$ cat src/design/async_serial_consts.vh
// Purpose: Constants for the asynchronous serial interface
// Assumes: 32-bit AHB-Lite register words, byte addresses
// Notes: Definitions only
`ifndef ASYNC_SERIAL_CONSTS_VH
`define ASYNC_SERIAL_CONSTS_VH
`define ADDR_RATE_SEL 8'h00
`define ADDR_CTRL_ONE 8'h04
`define ADDR_CTRL_TWO 8'h08
`define ADDR_STATUS 8'h0c
`define ADDR_DATA 8'h10
`define C1_R8 0
`define C1_T8 1
`define C1_LEN9 2
`define C1_WAKE 3
`define C2_SBK 0
`define C2_RWU 1
`define C2_RE 2
`define C2_TE 3
`define C2_ILIE 4
`define C2_RIE 5
`define C2_TX_DONE_IRQ_EN 6
`define C2_TIE 7
`define ST_FE 1
`define ST_NF 2
`define ST_OR 3
`define ST_IDLE 4
`define ST_RX_BUF_FULL_FLAG 5
`define ST_TC 6
`define ST_TX_BUF_EMPTY_FLAG 7
`define PRE_0 11'h001
`define PRE_1 11'h003
`define PRE_2 11'h004
`define PRE_3 11'h00d
`define SAMPLES_PER_BIT 16
`define FRAME_BITS_8 4'ha
`define FRAME_BITS_9 4'hb
`define IDLE_TICKS_8 8'ha0
`define IDLE_TICKS_9 8'hb0
`define BREAK_DATA 8'h00
`endif

$ cat src/design/async_serial_interface.v
// Purpose: Full-duplex asynchronous serial interface with AHB-Lite registers
// Assumes: Single 50 MHz clock; rx pin is asynchronous and synchronised here
// Notes: Function
`timescale 1ns/1ps
`include "async_serial_consts.vh"
module async_serial_interface (
  input wire i_clock,
  input wire i_reset,
  input wire i_hsel,
  input wire [31:0] i_haddr,
  input wire [1:0] i_htrans,
  input wire i_hwrite,
  input wire [2:0] i_hsize,
  input wire [31:0] i_hwdata,
  input wire i_hready,
  output reg [31:0] o_hrdata,
  output wire o_hreadyout,
  output wire o_hresp,
  input wire i_rx_serial_in,
  output wire o_tx_serial_out,
  output wire o_tx_drive,
  output wire o_irq
);
  localparam TX_IDLE = 3'b001;
  localparam TX_SEND = 3'b010;
  localparam TX_BRK = 3'b100;
  localparam RX_IDLE = 2'b01;
  localparam RX_FRAME = 2'b10;

  reg [4:0] rate_sel_r;
  reg [3:0] ctrl_one_r;
  reg [7:0] ctrl_two_r;
  reg tx_buf_empty_flag_r, tc_r, rx_buf_full_flag_r, idle_r, or_r, nf_r, fe_r;
  reg [6:0] seen_r;
  reg [7:0] tx_buf_r;
  reg tx_pend_r;
  reg [7:0] rx_data_r;
  reg wr_pend_r;
  reg [7:0] wr_addr_r;
  wire len9 = ctrl_one_r[`C1_LEN9];
  wire [3:0] frame_bits = len9 ? `FRAME_BITS_9 : `FRAME_BITS_8;

  // Bus slave: always ready, always OKAY, reads answered from flops
  assign o_hreadyout = 1'b1;
  assign o_hresp = 1'b0;
  wire addr_ok = i_hsel & i_htrans[1] & i_hready;
  wire rd_go = addr_ok & ~i_hwrite;
  wire [7:0] ra = i_haddr[7:0];
  wire rd_status = rd_go & (ra == `ADDR_STATUS);
  wire rd_data = rd_go & (ra == `ADDR_DATA);
  wire wr_data = wr_pend_r & (wr_addr_r == `ADDR_DATA);
  wire [7:0] status_now = {tx_buf_empty_flag_r, tc_r, rx_buf_full_flag_r, idle_r, or_r, nf_r, fe_r, 1'b0};
  reg [31:0] rd_val;
  always @* begin
    rd_val = 32'h0;
    if (ra == `ADDR_RATE_SEL) begin
      rd_val = {27'h0, rate_sel_r};
    end else if (ra == `ADDR_CTRL_ONE) begin
      rd_val = {28'h0, ctrl_one_r};
    end else if (ra == `ADDR_CTRL_TWO) begin
      rd_val = {24'h0, ctrl_two_r};
    end else if (ra == `ADDR_STATUS) begin
      rd_val = {24'h0, status_now};
    end else if (ra == `ADDR_DATA) begin
      rd_val = {24'h0, rx_data_r};
    end
  end

  // Rate divider: prescale times power of two gives 32 choices
  reg [10:0] div_r;
  reg [10:0] pre;
  always @* begin
    case (rate_sel_r[4:3])
      2'b00: pre = `PRE_0;
      2'b01: pre = `PRE_1;
      2'b10: pre = `PRE_2;
      default: pre = `PRE_3;
    endcase
  end
  wire [10:0] divisor = pre << rate_sel_r[2:0];
  wire tick = (div_r >= divisor - 11'h001);
  always @(posedge i_clock or posedge i_reset) begin
    if (i_reset) begin
      div_r <= 11'h000;
    end else begin
      div_r <= tick ? 11'h000 : div_r + 11'h001;
    end
  end

  // Receive pin synchroniser
  reg rx_s1_r, rx_s2_r;
  always @(posedge i_clock or posedge i_reset) begin
    if (i_reset) begin
      rx_s1_r <= 1'b1;
      rx_s2_r <= 1'b1;
    end else begin
      rx_s1_r <= i_rx_serial_in;
      rx_s2_r <= rx_s1_r;
    end
  end
  wire rxs = rx_s2_r;

  // Receiver
  reg [1:0] rx_st_r;
  reg [3:0] rt_r;
  reg [3:0] bit_r;
  reg [1:0] smp_r;
  reg [1:0] vlow_r;
  reg nz_r, armed_r, got_char_r, idle_done_r;
  reg [8:0] rsh_r;
  reg [7:0] idle_cnt_r;
  wire standby = ctrl_two_r[`C2_RWU];
  wire [7:0] idle_lim = len9 ? `IDLE_TICKS_9 : `IDLE_TICKS_8;
  wire vote = (smp_r[1] & smp_r[0]) | (smp_r[1] & rxs) | (smp_r[0] & rxs);
  wire odd = ~((smp_r[1] == smp_r[0]) & (smp_r[0] == rxs));
  wire last_bit = (bit_r == frame_bits - 4'h1);
  wire [8:0] rsh_in = {vote, rsh_r[8:1]};
  // In 8-bit mode bit 0 of the shifter is stale from the previous frame
  wire is_break = ~vote & (len9 ? (rsh_r == 9'h000) : (rsh_r[8:1] == 8'h00));
  wire fin = (rx_st_r == RX_FRAME) & tick & (rt_r == 4'h9) & last_bit;
  wire addr_mark = rsh_r[8];
  wire wake_addr = fin & standby & ctrl_one_r[`C1_WAKE] & addr_mark;
  wire accept = fin & (~standby | wake_addr);
  wire idle_hit = (rx_st_r == RX_IDLE) & tick & rxs & (idle_cnt_r == idle_lim - 8'h01);
  wire wake_idle = idle_hit & standby & ~ctrl_one_r[`C1_WAKE];
  wire set_rx_buf_full_flag = accept & ~rx_buf_full_flag_r;
  wire set_or = accept & rx_buf_full_flag_r;
  wire set_fe = accept & ~rx_buf_full_flag_r & ~vote;
  wire set_nf = accept & ~rx_buf_full_flag_r & (nz_r | odd);
  wire set_idle = idle_hit & ~standby & got_char_r;
  always @(posedge i_clock or posedge i_reset) begin
    if (i_reset) begin
      rx_st_r <= RX_IDLE;
      rt_r <= 4'h0;
      bit_r <= 4'h0;
      smp_r <= 2'b11;
      vlow_r <= 2'b00;
      nz_r <= 1'b0;
      armed_r <= 1'b0;
      got_char_r <= 1'b0;
      rsh_r <= 9'h000;
      idle_cnt_r <= 8'h00;
      rx_data_r <= 8'h00;
      idle_done_r <= 1'b0;
    end else if (~ctrl_two_r[`C2_RE]) begin
      rx_st_r <= RX_IDLE;
      armed_r <= 1'b0;
      idle_cnt_r <= 8'h00;
    end else if (tick) begin
      case (rx_st_r)
        RX_IDLE: begin
          if (rxs) begin
            armed_r <= 1'b1;
            if (idle_cnt_r != idle_lim) begin
              idle_cnt_r <= idle_cnt_r + 8'h01;
            end
            if (set_idle) begin
              got_char_r <= 1'b0;
            end
          end else if (armed_r) begin
            rx_st_r <= RX_FRAME;
            rt_r <= 4'h1;
            bit_r <= 4'h0;
            vlow_r <= 2'b00;
            nz_r <= 1'b0;
            idle_cnt_r <= 8'h00;
          end else begin
            idle_cnt_r <= 8'h00;
          end
        end
        RX_FRAME: begin
          rt_r <= rt_r + 4'h1;
          if ((bit_r == 4'h0) & ((rt_r == 4'h2) | (rt_r == 4'h4))) begin
            vlow_r <= vlow_r + {1'b0, ~rxs};
            nz_r <= nz_r | rxs;
          end
          if ((bit_r == 4'h0) & (rt_r == 4'h6)) begin
            nz_r <= nz_r | rxs;
            if ((vlow_r + {1'b0, ~rxs}) < 2'b10) begin
              rx_st_r <= RX_IDLE;
            end
          end
          if (rt_r == 4'h7) begin
            smp_r[1] <= rxs;
          end
          if (rt_r == 4'h8) begin
            smp_r[0] <= rxs;
          end
          if (rt_r == 4'h9) begin
            nz_r <= nz_r | odd;
            if (bit_r != 4'h0 && !last_bit) begin
              rsh_r <= rsh_in;
            end
            if (last_bit) begin
              // A plain framing error waits out its stop bit, so the artificial start
              // lands no earlier than the expected edge; a break needs a high line
              if (vote | is_break) begin
                rx_st_r <= RX_IDLE;
              end
              armed_r <= vote | ~is_break;
              if (accept & ~rx_buf_full_flag_r) begin
                rx_data_r <= is_break ? `BREAK_DATA : (len9 ? rsh_r[7:0] : rsh_r[8:1]);
                got_char_r <= 1'b1;
              end
            end
          end
          if (rt_r == 4'hf) begin
            bit_r <= bit_r + 4'h1;
            if (last_bit) begin
              rx_st_r <= RX_IDLE;
            end
          end
        end
        default: rx_st_r <= RX_IDLE;
      endcase
    end
  end

  // Transmitter
  reg [2:0] tx_st_r;
  reg [3:0] tx_rt_r;
  reg [10:0] tsh_r;
  reg [3:0] tcnt_r;
  reg te_d_r, pre_pend_r, brk_hi_r, busy_r;
  wire te = ctrl_two_r[`C2_TE];
  wire send_break_bit = ctrl_two_r[`C2_SBK];
  wire btick = tick & (tx_rt_r == `SAMPLES_PER_BIT - 1);
  wire tx_load_data = btick & (tcnt_r <= 4'h1) & te & tx_pend_r & ~send_break_bit & ~pre_pend_r & ~brk_hi_r;
  wire tx_end = btick & (tcnt_r <= 4'h1) & busy_r & ~send_break_bit & ~(te & (tx_pend_r | pre_pend_r))
                & ~brk_hi_r;
  always @(posedge i_clock or posedge i_reset) begin
    if (i_reset) begin
      tx_st_r <= TX_IDLE;
      tx_rt_r <= 4'h0;
      tsh_r <= 11'h7ff;
      tcnt_r <= 4'h0;
      te_d_r <= 1'b0;
      pre_pend_r <= 1'b0;
      brk_hi_r <= 1'b0;
      busy_r <= 1'b0;
    end else begin
      te_d_r <= te;
      if (te & ~te_d_r) begin
        pre_pend_r <= 1'b1;
      end
      if (tick) begin
        tx_rt_r <= tx_rt_r + 4'h1;
      end
      if (btick) begin
        if (tcnt_r > 4'h1) begin
          tsh_r <= {1'b1, tsh_r[10:1]};
          tcnt_r <= tcnt_r - 4'h1;
        end else if (send_break_bit & (te | busy_r)) begin
          tx_st_r <= TX_BRK;
          tsh_r <= 11'h000;
          tcnt_r <= frame_bits;
          busy_r <= 1'b1;
          brk_hi_r <= 1'b1;
        end else if (brk_hi_r) begin
          tx_st_r <= TX_SEND;
          tsh_r <= 11'h7ff;
          tcnt_r <= 4'h1;
          brk_hi_r <= 1'b0;
        end else if (te & pre_pend_r) begin
          tx_st_r <= TX_SEND;
          tsh_r <= 11'h7ff;
          tcnt_r <= frame_bits;
          pre_pend_r <= 1'b0;
          busy_r <= 1'b1;
        end else if (tx_load_data) begin
          tx_st_r <= TX_SEND;
          tsh_r <= {1'b1, len9 ? ctrl_one_r[`C1_T8] : 1'b1, tx_buf_r, 1'b0};
          tcnt_r <= frame_bits;
          busy_r <= 1'b1;
        end else begin
          tx_st_r <= TX_IDLE;
          tsh_r <= 11'h7ff;
          tcnt_r <= 4'h0;
          busy_r <= 1'b0;
        end
      end
    end
  end
  assign o_tx_serial_out = busy_r ? tsh_r[0] : 1'b1;
  assign o_tx_drive = te | busy_r;

  // Registers and flags; hardware set wins over a clearing access
  wire tx_clr = wr_data;
  always @(posedge i_clock or posedge i_reset) begin
    if (i_reset) begin
      o_hrdata <= 32'h0;
      wr_pend_r <= 1'b0;
      wr_addr_r <= 8'h00;
      rate_sel_r <= 5'h00;
      ctrl_one_r <= 4'h0;
      ctrl_two_r <= 8'h00;
      tx_buf_r <= 8'h00;
      tx_pend_r <= 1'b0;
      seen_r <= 7'h00;
      tx_buf_empty_flag_r <= 1'b1;
      tc_r <= 1'b1;
      rx_buf_full_flag_r <= 1'b0;
      idle_r <= 1'b0;
      or_r <= 1'b0;
      nf_r <= 1'b0;
      fe_r <= 1'b0;
    end else begin
      wr_pend_r <= addr_ok & i_hwrite;
      if (addr_ok & i_hwrite) begin
        wr_addr_r <= ra;
      end
      if (rd_go) begin
        o_hrdata <= rd_val;
      end
      if (rd_status) begin
        seen_r <= status_now[7:1];
      end else if (rd_data | wr_data) begin
        seen_r <= 7'h00;
      end
      if (wr_pend_r) begin
        if (wr_addr_r == `ADDR_RATE_SEL) begin
          rate_sel_r <= i_hwdata[4:0];
        end else if (wr_addr_r == `ADDR_CTRL_ONE) begin
          ctrl_one_r[3:1] <= i_hwdata[3:1];
        end else if (wr_addr_r == `ADDR_CTRL_TWO) begin
          ctrl_two_r <= i_hwdata[7:0];
        end else if (wr_addr_r == `ADDR_DATA) begin
          tx_buf_r <= i_hwdata[7:0];
        end
      end
      if (wake_idle | wake_addr) begin
        ctrl_two_r[`C2_RWU] <= 1'b0;
      end
      if (accept & ~rx_buf_full_flag_r & len9) begin
        ctrl_one_r[`C1_R8] <= rsh_r[8];
      end
      tx_pend_r <= tx_load_data ? 1'b0 : (wr_data ? 1'b1 : tx_pend_r);
      tx_buf_empty_flag_r <= tx_load_data | (tx_buf_empty_flag_r & ~(tx_clr & seen_r[`ST_TX_BUF_EMPTY_FLAG - 1]));
      tc_r <= tx_end | (tc_r & ~(tx_clr & seen_r[`ST_TC - 1]));
      rx_buf_full_flag_r <= set_rx_buf_full_flag | (rx_buf_full_flag_r & ~(rd_data & seen_r[`ST_RX_BUF_FULL_FLAG - 1]));
      idle_r <= set_idle | (idle_r & ~(rd_data & seen_r[`ST_IDLE - 1]));
      or_r <= set_or | (or_r & ~(rd_data & seen_r[`ST_OR - 1]));
      nf_r <= set_nf | (nf_r & ~(rd_data & seen_r[`ST_NF - 1]));
      fe_r <= set_fe | (fe_r & ~(rd_data & seen_r[`ST_FE - 1]));
    end
  end

  // Single request line; enables gate each flag except FE and NF, which never request
  assign o_irq = (tx_buf_empty_flag_r & ctrl_two_r[`C2_TIE]) | (tc_r & ctrl_two_r[`C2_TX_DONE_IRQ_EN])
               | ((rx_buf_full_flag_r | or_r) & ctrl_two_r[`C2_RIE] & ctrl_two_r[`C2_RE])
               | (idle_r & ctrl_two_r[`C2_ILIE]);
endmodule

$ cat config.mk
export PLATFORM = sky130hd
export DESIGN_NAME = async_serial_interface
export DESIGN_NICKNAME = d
export VERILOG_FILES = /design/src/design/async_serial_interface.v
export VERILOG_INCLUDE_DIRS = /design/src /design/src/design
export SDC_FILE = /design/constraint.sdc
export NUM_CORES = 1
export LEC_CHECK = 0
export ABC_AREA = 1
export BUFFER_PORTS_ARGS = -buffer_cell sky130_fd_sc_hd__buf_2
export CORE_MARGIN = 3
export CORE_UTILIZATION = 52
export DETAILED_ROUTE_END_ITERATION = 12
export GPL_ROUTABILITY_DRIVEN = 0
export PLACE_DENSITY_LB_ADDON = 0.15
export SLEW_MARGIN = 20
export SYNTH_ARGS = -nofsm -noshare
export SYNTH_HDL_FRONTEND = slang
export SYNTH_SLANG_ARGS = --single-unit
$ cat constraint.sdc
create_clock -name i_clock -period 5.1 [get_ports i_clock]
set_input_delay 1.53 -clock i_clock [delete_from_list [all_inputs] [get_ports i_clock]]
set_output_delay 1.53 -clock i_clock [all_outputs]
set_load 0.01 [all_outputs]
==> qor.yml, run 1 <==
cpMostUsedCell: "nand2_1"
multiInputGateArea_mm2: 0.00364
wl_per_cell_um: 14.1
synth_area_mm2: 0.00772
setup_viol: 0
grt_usage_pct: 21.5
cp.required_ps: 5410
fin_util_pct: 60.0
ys_seq_area_share_pct: 44.0
hold_path_class: "register to register"
wl_met3_um: 784
rows: 43
ys_types: 50
crit_family: "simple AND/OR/NAND/NOR gates"
area_growth_pct: 10.3
post_cts_buffers: 0
synth_cells: 966
dr.first_iter.drc_count: 438
max_clock_freq_mhz: 254
intPower_mw: 2.28
diodes: 0
cts_num_sinks: 135
cts_made_buffers: 17
worstPathArrival_ps: 4250
cp_max_fo: 20
drt-met1-wl_um: 8090
highest_layer: "met4"
drive_gt1_share_pct: 14.5
register_area_mm2: 0.00340
p_sw_mw: 1.37
dpl_worst_slack_ps: 1190
avgViaCountPerCell: 5.24
root_buffer: "clkbuf_16"
grt_max_degree: 68
portBuffers: 33
dr.pass1.iters: 7
outcome: "completed"
initial_core_util_pct: 54.4
p_seq_share_pct: 36.8
setup_tns_ps: 0
crit_path_end_kind: "register"
cts_tree: "yes"
skew_ps: 12.8
whs_ps: 355
die_width_um: 128
vdd_drop_max_uv: 256
grt_pass1_vias: 5705
die_h_um: 128
final_nets: 1108
pwr-share-clk_pct: 32.2
finalHoldViolCount: 0
critPathLaunchType: "register"
clkTransAtPathRegs_ps: 60
cts_buffer_depth: 2
vias: 6273
dieArea_mm2: 0.0163
fill_cells: 1302
cap_violations: 0
post-dp-hpwl_um: 12200
post-route-min-period_ps: 3940
fin_ws_ps: 1160
crit_slowest_cell: "dfrtp_1"
crit_type: "register to register"
wirelength_um: 16800
worst_pin_slew_ps: 843
drv_slew: 0
leakage_nw: 4.20
cpPeakStageDelay_ps: 410
rsz0062_at_grt: "false"
grt_overflow_total: 0
mostFrequentLayoutCell: "nand2_1"
power_density_mw_per_mm2: 428
core_area_mm2: 0.0142
final_cell_mix: "nand2_1 (218), dfrtp_1 (117), inv_1 (109)"
ant_nets: 0
avgSynthCellArea_um2: 7.99
p_sw_share_pct: 37.6
ioPinCount: 112
cp_num_buf_inv: 4
synth_warnings: 0
final.period_utilization_pct: 77.3
antenna_found_initial: 0
insertion_delay_ps: 430
slew_headroom_pct: 43.8
drc: 0
grt_pass1_wl_um: 28000
htreeDepth: 4
met2WireLength_um: 7660
synth_seq_cells: 135
path_cells: "inv_1 > o21ai_1 > nand3_1 > inv_1 > nand2_1 > ha_1 > inv_1 > nor2_1 > nand2_1 > xnor2_1 > ha_1 > nand2_1 > nand2_1 > a21oi_2 > nand2_1 > nor2_4 > nor2_1 > buf_4 > nand3_1 > nand3_1 > nand2_1 > o211ai_1"
hold_buffers: 0
comb_power_share_pct: 31.0
cts_resized: 0
through the flow:
step | total power, mW | cell area, um2 | cells
floorplan | 2.25 | 7820 | 990
global placement | 2.47 | 7960 | 1165
detailed placement | 2.49 | 7960 | 1165
CTS | 3.67 | 8520 | 1197
global route | 3.91 | 8520 | 1197
finish | 3.65 | 8520 | 1197
worst paths after layout:
| path | startpoint | end | depth (start not counted) | slack (ps) |
|---|---|---|---|---|
| setup / recovery | rate_sel_r[0] | tcnt_r[1] | 22 | 1160 |
| hold / removal | rx_s1_r | rx_s2_r | 0 | 360 |
| setup reg to reg | rate_sel_r[0] | tcnt_r[1] | 22 | 1160 |
| hold reg to reg | rx_s1_r | rx_s2_r | 0 | 360 |
| max in group asynchronous | i_reset | tsh_r[5] | 3 | 2940 |
| min in group asynchronous | i_reset | div_r[9] | 2 | 1230 |
power groups by stage:
stage               sequential (mW)  clock [mW]  combinational [mW]
floorplan                      1.31           0               0.941
global placement               1.35           0                1.11
detailed placement             1.36           0                1.13
CTS                            1.34        1.19                1.14
global route                   1.36        1.25                1.31
finish                         1.34        1.18                1.13
layout make-up:
type / instances / share of cell area [%]
clock buffers: 19 / 5.08
clock inverters: 13 / 1.44
inverters: 124 / 5.51
multi-input cells: 687 / 42.8
flip-flops and latches: 135 / 39.9
well taps: 180 / 2.64
repair buffers: 39 / 2.61
kinds of logic after synthesis:
| group | after synthesis | synth area share (%) |
|---|---|---|
| adder cells (fa/ha/maj) | 29 | 4.70 |
| XOR/XNOR | 20 | 2.27 |
| flip-flops | 135 | 44.0 |
| other | 2 | 0.0973 |
| AO/OA/AOI/OAI | 202 | 15.0 |
| AND/OR/NAND/NOR | 408 | 23.7 |
| multiplexers | 2 | 0.292 |
| buffers and inverters | 168 | 9.92 |
routing by layer:
layer / track usage (%) / vias up
li1: - / 3202
met1: 30.5 / 2925
met2: 32.9 / 127
met3: 4.75 / 19
met4: 6.80 / 0
met5: 0 / -
synth_stat cells (all sizes together):
cell	number	share of area, %
clkinv	1	0.049
dfrtp	117	38
nor2	87	4.8
conb	2	0.097
o221ai	3	0.34
xor2	11	1.2
mux2	2	0.29
ha	29	4.7
and3	2	0.16
nand2	220	11
nor4b	1	0.11
o211ai	6	0.58
or2	9	0.73
nor3b	2	0.19
o22ai	1	0.081
nand4	20	1.8
nand3	45	3.2
o31ai	3	0.29
dfstp	18	6.1
a211oi	1	0.097
buf	37	3.5
nor4	5	0.57
a21oi	60	4.1
o2111ai	2	0.23
inv	123	6.0
clkbuf	7	0.34
nand3b	1	0.097
o21ai	123	9.0
a31oi	1	0.081
nor3	16	1.2
o21bai	1	0.097
o32a	1	0.13
xnor2	9	1.0
state kept, by name, summed over array words and instances, names as in the netlist, 4 cells and up:
| register | flops |
|---|---|
| idle_cnt_r | 8 |
| ctrl_one_r | 4 |
| rsh_r | 9 |
| seen_r | 7 |
| tsh_r | 11 |
| o_hrdata | 8 |
| tx_rt_r | 4 |
| div_r | 11 |
| ctrl_two_r | 8 |
| rt_r | 4 |
| tcnt_r | 4 |
| bit_r | 4 |
| tx_buf_r | 8 |
| rx_data_r | 8 |
| wr_addr_r | 8 |
| rate_sel_r | 5 |
Power figures use the tool's default switching activity.
==> run 2: changes to the inputs <==
--- a/config.mk
+++ b/config.mk
@@ -6,7 +6,7 @@
 export SDC_FILE = /design/constraint.sdc
 export NUM_CORES = 1
 export LEC_CHECK = 0
-export ABC_AREA = 1
+export ABC_AREA = 0
 export BUFFER_PORTS_ARGS = -buffer_cell sky130_fd_sc_hd__buf_2
 export CORE_MARGIN = 3
 export CORE_UTILIZATION = 52
==> constraint.sdc (replaced) <==
create_clock -name i_clock -period 3.62 [get_ports i_clock]
set_input_delay 1.086 -clock i_clock [delete_from_list [all_inputs] [get_ports i_clock]]
set_output_delay 1.086 -clock i_clock [all_outputs]
set_load 0.01 [all_outputs]
==> run 2 against run 1 <==
- the flow now finishes with violations (negative setup slack)
- count of clock-buffer cells in the layout decreased by 2
- non-clock buffer count increased by 54
- final cell count decreased by 11%
- first-iteration DRC count increased by 39%
- register-to-register slack got worse by 1300 ps
- synthesized area decreased by 0.86%
- fmax increased by 4.4%
- synthesized cell count decreased by 16%
- via count increased by 0.59%
- largest cell class unchanged
- largest power group is now combinational logic
- highest routed layer unchanged
==> qor.yml, run 2 <==
synth_area_mm2: 0.00765  # -0.86%
synthFlopType: "dfrtp_1"
cp.required_ps: 3920  # -1490 ps
final_cell_area_mm2: 0.00961  # +13%
top_regs: "div_r (11), tsh_r (11), rsh_r (9)"
ys_seq_area_share_pct: 44.4  # +0.38 points
wl_per_cell_um: 17.9  # +28%
place_area_mm2: 0.00818  # +2.7%
cpMostUsedCell: "a221oi_2"
avgViaCountPerCell: 5.89  # +12%
critPathLaunchType: "register"
cts_num_sinks: 135  # unchanged
antenna_found_initial: 0  # unchanged
p_sw_mw: 1.89  # +38%
core_area_mm2: 0.0141  # -0.38%
grt_pass1_vias: 6084  # +6.6%
ioPinCount: 112  # unchanged
power_density_mw_per_mm2: 568  # +33%
max_clock_freq_mhz: 265  # +4.4%
p_sw_share_pct: 34.7  # -2.9 points
dieArea_mm2: 0.0162  # -0.82%
grt_max_degree: 52  # -24%
outcome: "finished, violations left"
mostFrequentLayoutCell: "dfrtp_1"
crit_slowest_cell: "dfrtp_2"
cts_tree: "yes"
cap_violations: 0  # unchanged
pwr-share-clk_pct: 32.9  # +0.7 points
register_area_mm2: 0.00340  # about the same
multiInputGateArea_mm2: 0.00445  # +22%
synth_common_cells: "dfrtp_1 (117), nand2_1 (104), o21ai_0 (80)"
portBuffers: 33  # unchanged
dpl_worst_slack_ps: -256  # -1450 ps
vias: 6310  # +0.59%
wirelength_um: 19200  # +14%
layout.cells.non_filler: 1071  # -11%
grt_pass1_wl_um: 30000  # +7.1%
grt_usage_pct: 22.9  # +1.4 points
slew_headroom_pct: 42.2  # -1.6 points
post-route-min-period_ps: 3770  # -166 ps
clkTransAtPathRegs_ps: 70  # about the same
whs_ps: 356  # +0.647 ps
drv_slew: 0  # unchanged
die_h_um: 127  # -0.41%
cp_num_buf_inv: 2  # -2
ant_nets: 0  # unchanged
insertion_delay_ps: 430  # about the same
dr.first_iter.drc_count: 609  # +39%
hold_buffers: 0  # unchanged
hold_path_class: "register to register"
diodes: 0  # unchanged
crit_family: "compound AO/OA/AOI/OAI gates"
worstPathArrival_ps: 4080  # -170 ps
cts_made_buffers: 17  # unchanged
ys_types: 69  # +38%
root_buffer: "clkbuf_16"
vdd_drop_max_uv: 373  # +46%
yosysMostFrequentCell: "dfrtp_1"
p_seq_share_pct: 33.1  # -3.7 points
initial_core_util_pct: 54.1  # -0.26 points
synthTopCellsByArea: "dfrtp_1 (38%), mux2_2 (7.6%), dfstp_2 (6.2%), o21ai_0 (5.2%), nand2_1 (5.1%)"
drc: 0  # unchanged
final_cell_mix: "dfrtp_1 (116), nand2_1 (96), o21ai_0 (52)"
setup_tns_ps: -3770  # -3770 ps
synth_warnings: 0  # unchanged
final.period_utilization_pct: 104  # +27 points
rsz0062_at_grt: "true"
area_growth_pct: 25.5
die_width_um: 127  # -0.41%
fill_cells: 1018  # -22%
post-dp-hpwl_um: 12400  # +1.0%
finalHoldViolCount: 0  # unchanged
path_cells: "nor2b_4 > or4_4 > ha_4 > buf_4 > a221oi_2 > ha_1 > a21o_1 > a221oi_2 > o21ai_4 > a21boi_4 > buf_6 > nor4_2 > or3_1"
crit_type: "register to register"
final_nets: 982  # -11%
skew_ps: 8.19  # -4.62 ps
r2r_slack_ps: -150  # -1310 ps
grt_overflow_total: 0  # unchanged
crit_path_end_kind: "register"
cts_buffer_depth: 2  # unchanged
rows: 43  # unchanged
cp_max_fo: 7  # -65%
cpPeakStageDelay_ps: 450  # +40 ps
violations: "negative setup slack"
comb_power_share_pct: 34.0  # +3.0 points
synth_seq_cells: 135  # unchanged
fin_ws_ps: -155  # -1310 ps
drive_gt1_share_pct: 31.1  # +17 points
synth_edf_count: 0  # unchanged
dr.pass1.iters: 5  # -2
yosys.area.top_type: "dfrtp_1"
synth_cells: 808  # -16%
htreeDepth: 4  # unchanged
avgSynthCellArea_um2: 9.47  # +19%
fin_util_pct: 67.9  # +7.9 points
totalPowerFinal_mw: 5.46  # +50%
setup_viol: 50  # +50
dp_cells: 1014  # -13%
leakage_nw: 4.31  # +2.7%
synth_top_area_share_pct: 38.2  # +0.33 points
async_flop_share_pct: 100  # unchanged
worst_pin_slew_ps: 860  # +17.5 ps
intPower_mw: 3.56  # +56%
-- run 2: cell count changes after synthesis, sizes merged, moves of 9 or more --
cell	delta
nand3	-20
a21oi	-26
nand4	-12
mux2i	+10
buf	-9
o21ai	-41
nand2b	+9
o31ai	+11
nor2	-31
mux2	+50
clkbuf	+31
inv	-100
nand2	-116
a31oi	+10
-- run 2: final timing paths --
kind | start | end | cells after the start
min reg2reg | rx_s1_r | rx_s2_r | 0
min in group asynchronous | i_reset | div_r[4] | 2
max in group asynchronous | i_reset | tsh_r[8] | 3
max | rate_sel_r[4] | rx_st_r[1] | 13
max reg2reg | rate_sel_r[4] | rx_st_r[1] | 13
min | rx_s1_r | rx_s2_r | 0
-- run 2: metal layers --
metal,global-route usage [%],vias to the layer above,routed length (um)
li1,-,2970,-
met3,4.26,23,737
met4,7.07,0,284
met2,37.0,187,9490
met1,31.4,3130,8680
met5,0,-,0
-- run 2: final cells by class --
type	instances	area share (%)
Multi-Input combinational cell	606	46.4
Sequential cell	135	35.4
Inverter	25	1.02
Timing Repair Buffer	93	8.56
Clock inverter	15	1.88
Tap cell	180	2.34
Clock buffer	17	4.43
-- run 2: power groups by stage --
stage | logic, mW | clock network, mW | registers, mW
floorplan | 1.03 | 0 | 1.77
global placement | 1.32 | 0 | 1.81
detailed placement | 1.38 | 0 | 1.82
CTS | 1.51 | 1.81 | 1.80
global route | 2.01 | 1.87 | 1.83
finish | 1.86 | 1.79 | 1.81
-- run 2: kinds of logic after synthesis --
group	after synthesis	synth area share, %
mux	62	8.96
simple gates	284	18.7
fa+ha+maj	29	4.74
xor+xnor	17	1.95
other cells	2	0.0981
compound gates	188	15.3
flops	135	44.4
buf+inv	91	5.84
-- run 2: timing repair --
item                                    in CTS  in global routing
pin swaps                                    7                 36
gates cloned                                 0                  5
buffers inserted                            12                  8
resized for setup                           33                115
endpoints found under the setup margin      60                 82
==> run 3: changes to the inputs <==
--- a/config.mk
+++ b/config.mk
@@ -9,7 +9,7 @@
 export ABC_AREA = 0
 export BUFFER_PORTS_ARGS = -buffer_cell sky130_fd_sc_hd__buf_2
 export CORE_MARGIN = 3
-export CORE_UTILIZATION = 52
+export CORE_UTILIZATION = 40
 export DETAILED_ROUTE_END_ITERATION = 12
 export GPL_ROUTABILITY_DRIVEN = 0
 export PLACE_DENSITY_LB_ADDON = 0.15
==> run 3 against run 2 <==
- the flow still finishes with violations (negative setup slack)
- die area rose by 28%
- hold slack lost 0.90 ps
- non-clock buffer count increased by 3
- cell area is 2.3% lower
- sequential power about the same
- count of clock-buffer cells in the layout up 4
- clock power about the same
- global-route usage is 3.9 points lower
- setup slack improved by 110 ps
- sequential share of layout area increased by 0.83 points
- combinational power down 10%
- critical endpoint is now smp_r[1]
- largest cell class unchanged
==> qor.yml, run 3 (synthesized netlist as in run 2, its figures left out) <==
outcome: "finished, violations left"
dr.pass1.iters: 6  # +1
rsz0062_at_grt: "true"
vias: 6321  # +0.17%
rows: 49  # +14%
hold_path_class: "register to register"
drive_gt1_share_pct: 27.2  # -3.9 points
critPathLaunchType: "register"
die_h_um: 144  # +13%
insertion_delay_ps: 420  # about the same
vdd_drop_max_uv: 304  # -18%
antenna_found_initial: 0  # unchanged
worst_pin_slew_ps: 944  # +83.4 ps
holdPathStages: 0  # unchanged
skew_ps: 12.4  # +4.17 ps
final_cell_mix: "dfrtp_1 (116), nand2_1 (104), o21ai_0 (75)"
place_area_mm2: 0.00828  # +1.2%
crit_path_end_kind: "register"
wirelength_um: 19700  # +2.5%
whs_ps: 355  # -0.905 ps
grt_max_degree: 42  # -19%
htreeDepth: 4  # unchanged
worstPathArrival_ps: 4010  # -70 ps
top_regs: "div_r (11), tsh_r (11), rsh_r (9)"
totalPowerFinal_mw: 5.27  # -3.4%
ioPinCount: 112  # unchanged
multiInputGateArea_mm2: 0.00425  # -4.6%
wl_per_cell_um: 17.5  # -2.3%
grt_pass1_vias: 5956  # -2.1%
register_area_mm2: 0.00340  # unchanged
dr.first_iter.drc_count: 450  # -26%
post-route-min-period_ps: 3670  # -107 ps
post-dp-hpwl_um: 13700  # +11%
diodes: 0  # unchanged
setup_viol: 22  # -56%
fill_cells: 1653  # +62%
drv_slew: 0  # unchanged
core_area_mm2: 0.0184  # +30%
cp.required_ps: 3960  # +40 ps
final_cell_area_mm2: 0.00939  # -2.3%
root_buffer: "clkbuf_16"
cts_buffer_depth: 2  # unchanged
drc: 0  # unchanged
slew_headroom_pct: 37.0  # -5.3 points
cts_num_sinks: 135  # unchanged
cts_tree: "yes"
grt_pass1_wl_um: 31400  # +4.6%
fin_ws_ps: -47.8  # +107 ps
avgViaCountPerCell: 5.63  # -4.5%
mostFrequentLayoutCell: "dfrtp_1"
grt_usage_pct: 19.0  # -3.9 points
portBuffers: 33  # unchanged
violations: "negative setup slack"
final_nets: 985  # +0.31%
power_density_mw_per_mm2: 562  # -1.1%
area_growth_pct: 22.6
clkTransAtPathRegs_ps: 60  # about the same
reg2reg_depth: 15  # +2
dieArea_mm2: 0.0208  # +28%
final.period_utilization_pct: 101  # -3.0 points
initial_core_util_pct: 41.6  # -12 points
max_clock_freq_mhz: 273  # +2.9%
ant_nets: 0  # unchanged
grt_overflow_total: 0  # unchanged
cp_max_fo: 8  # +1
cap_violations: 0  # unchanged
finalHoldViolCount: 0  # unchanged
leakage_nw: 4.24  # -1.7%
crit_type: "register to register"
cts_made_buffers: 17  # unchanged
die_width_um: 144  # +13%
[run 3: cell count changes in the layout (fill, tap and decap cells not counted), moves of 4 or more]
cell     before  now
buf_12        8    4
buf_4        35   50
buf_6        11    6
nand2_1      96  104
nand2_4       5    0
nor2_1       50   56
nor2_4        6    0
o21ai_0      52   75
o21ai_1      14    5
o21ai_2      14    1
[run 3: metal layers]
metal / up-vias / track usage (%) / wire [um]
met5: - / 0 / 0
met1: 3150 / 27.0 / 9140
met3: 17 / 3.64 / 892
met2: 179 / 30.5 / 9480
li1: 2975 / - / -
met4: 0 / 3.63 / 158
[run 3: cell type report]
type	instances	share of cell area [%]
Multi-Input combinational cell	606	45.3
Sequential cell	135	36.2
Timing Repair Buffer	96	7.81
Clock buffer	21	5.13
Tap cell	229	3.05
Clock inverter	11	1.45
Inverter	25	1.04
[run 3: through the flow]
step / worst slack, ps / util, % / setup TNS [ps] / cells
5_1_grt: -164 / 51.0 / -4550 / 1123
4_1_cts: -54.6 / 49.6 / -195 / 1112
2_1_floorplan: -173 / - / -4320 / 832
3_5_place_dp: -279 / 45.0 / -5080 / 1068
6_report: -47.8 / 51.0 / -458 / 1123
3_3_place_gp: -218 / 45.0 / -3640 / 1068
[run 3: critical path, cell delays in order (launching register included)]
cell,delay [ps]
dfrtp_1,410
nor2b_4,140
or4_4,430
ha_4,210
nor2b_4,130
nor2_1,80
mux2i_1,70
o221a_2,300
ha_4,270
and3_4,200
nand3_4,70
o21ai_4,300
a21boi_4,150
buf_4,170
nor4_4,290
mux2_2,360
[run 3: power by group]
| part | total (mW) | switching (mW) | leakage [nW] | internal (mW) |
|---|---|---|---|---|
| combinational | 1.67 | 0.896 | 2.21 | 0.769 |
| clock | 1.80 | 0.696 | 0.296 | 1.10 |
| sequential | 1.80 | 0.149 | 1.73 | 1.66 |
| total | 5.27 | 1.74 | 4.24 | 3.53 |
[run 3: final timing paths]
check                              start                  end  slack, ps
hold / removal                   rx_s1_r              rx_s2_r        350
hold reg to reg                  rx_s1_r              rx_s2_r        350
setup / recovery           rate_sel_r[4]             smp_r[1]        -50
setup reg to reg           rate_sel_r[4]             smp_r[1]        -50
max in group asynchronous        i_reset  tx_buf_empty_flag_r       1980
min in group asynchronous        i_reset             div_r[5]        870
[run 3: repair_timing]
action	CTS	global route
resized for setup	27	36
hold buffers	0	0
setup buffers	13	9
cloned	0	2
setup endpoints to repair	42	61
pin swaps	6	15
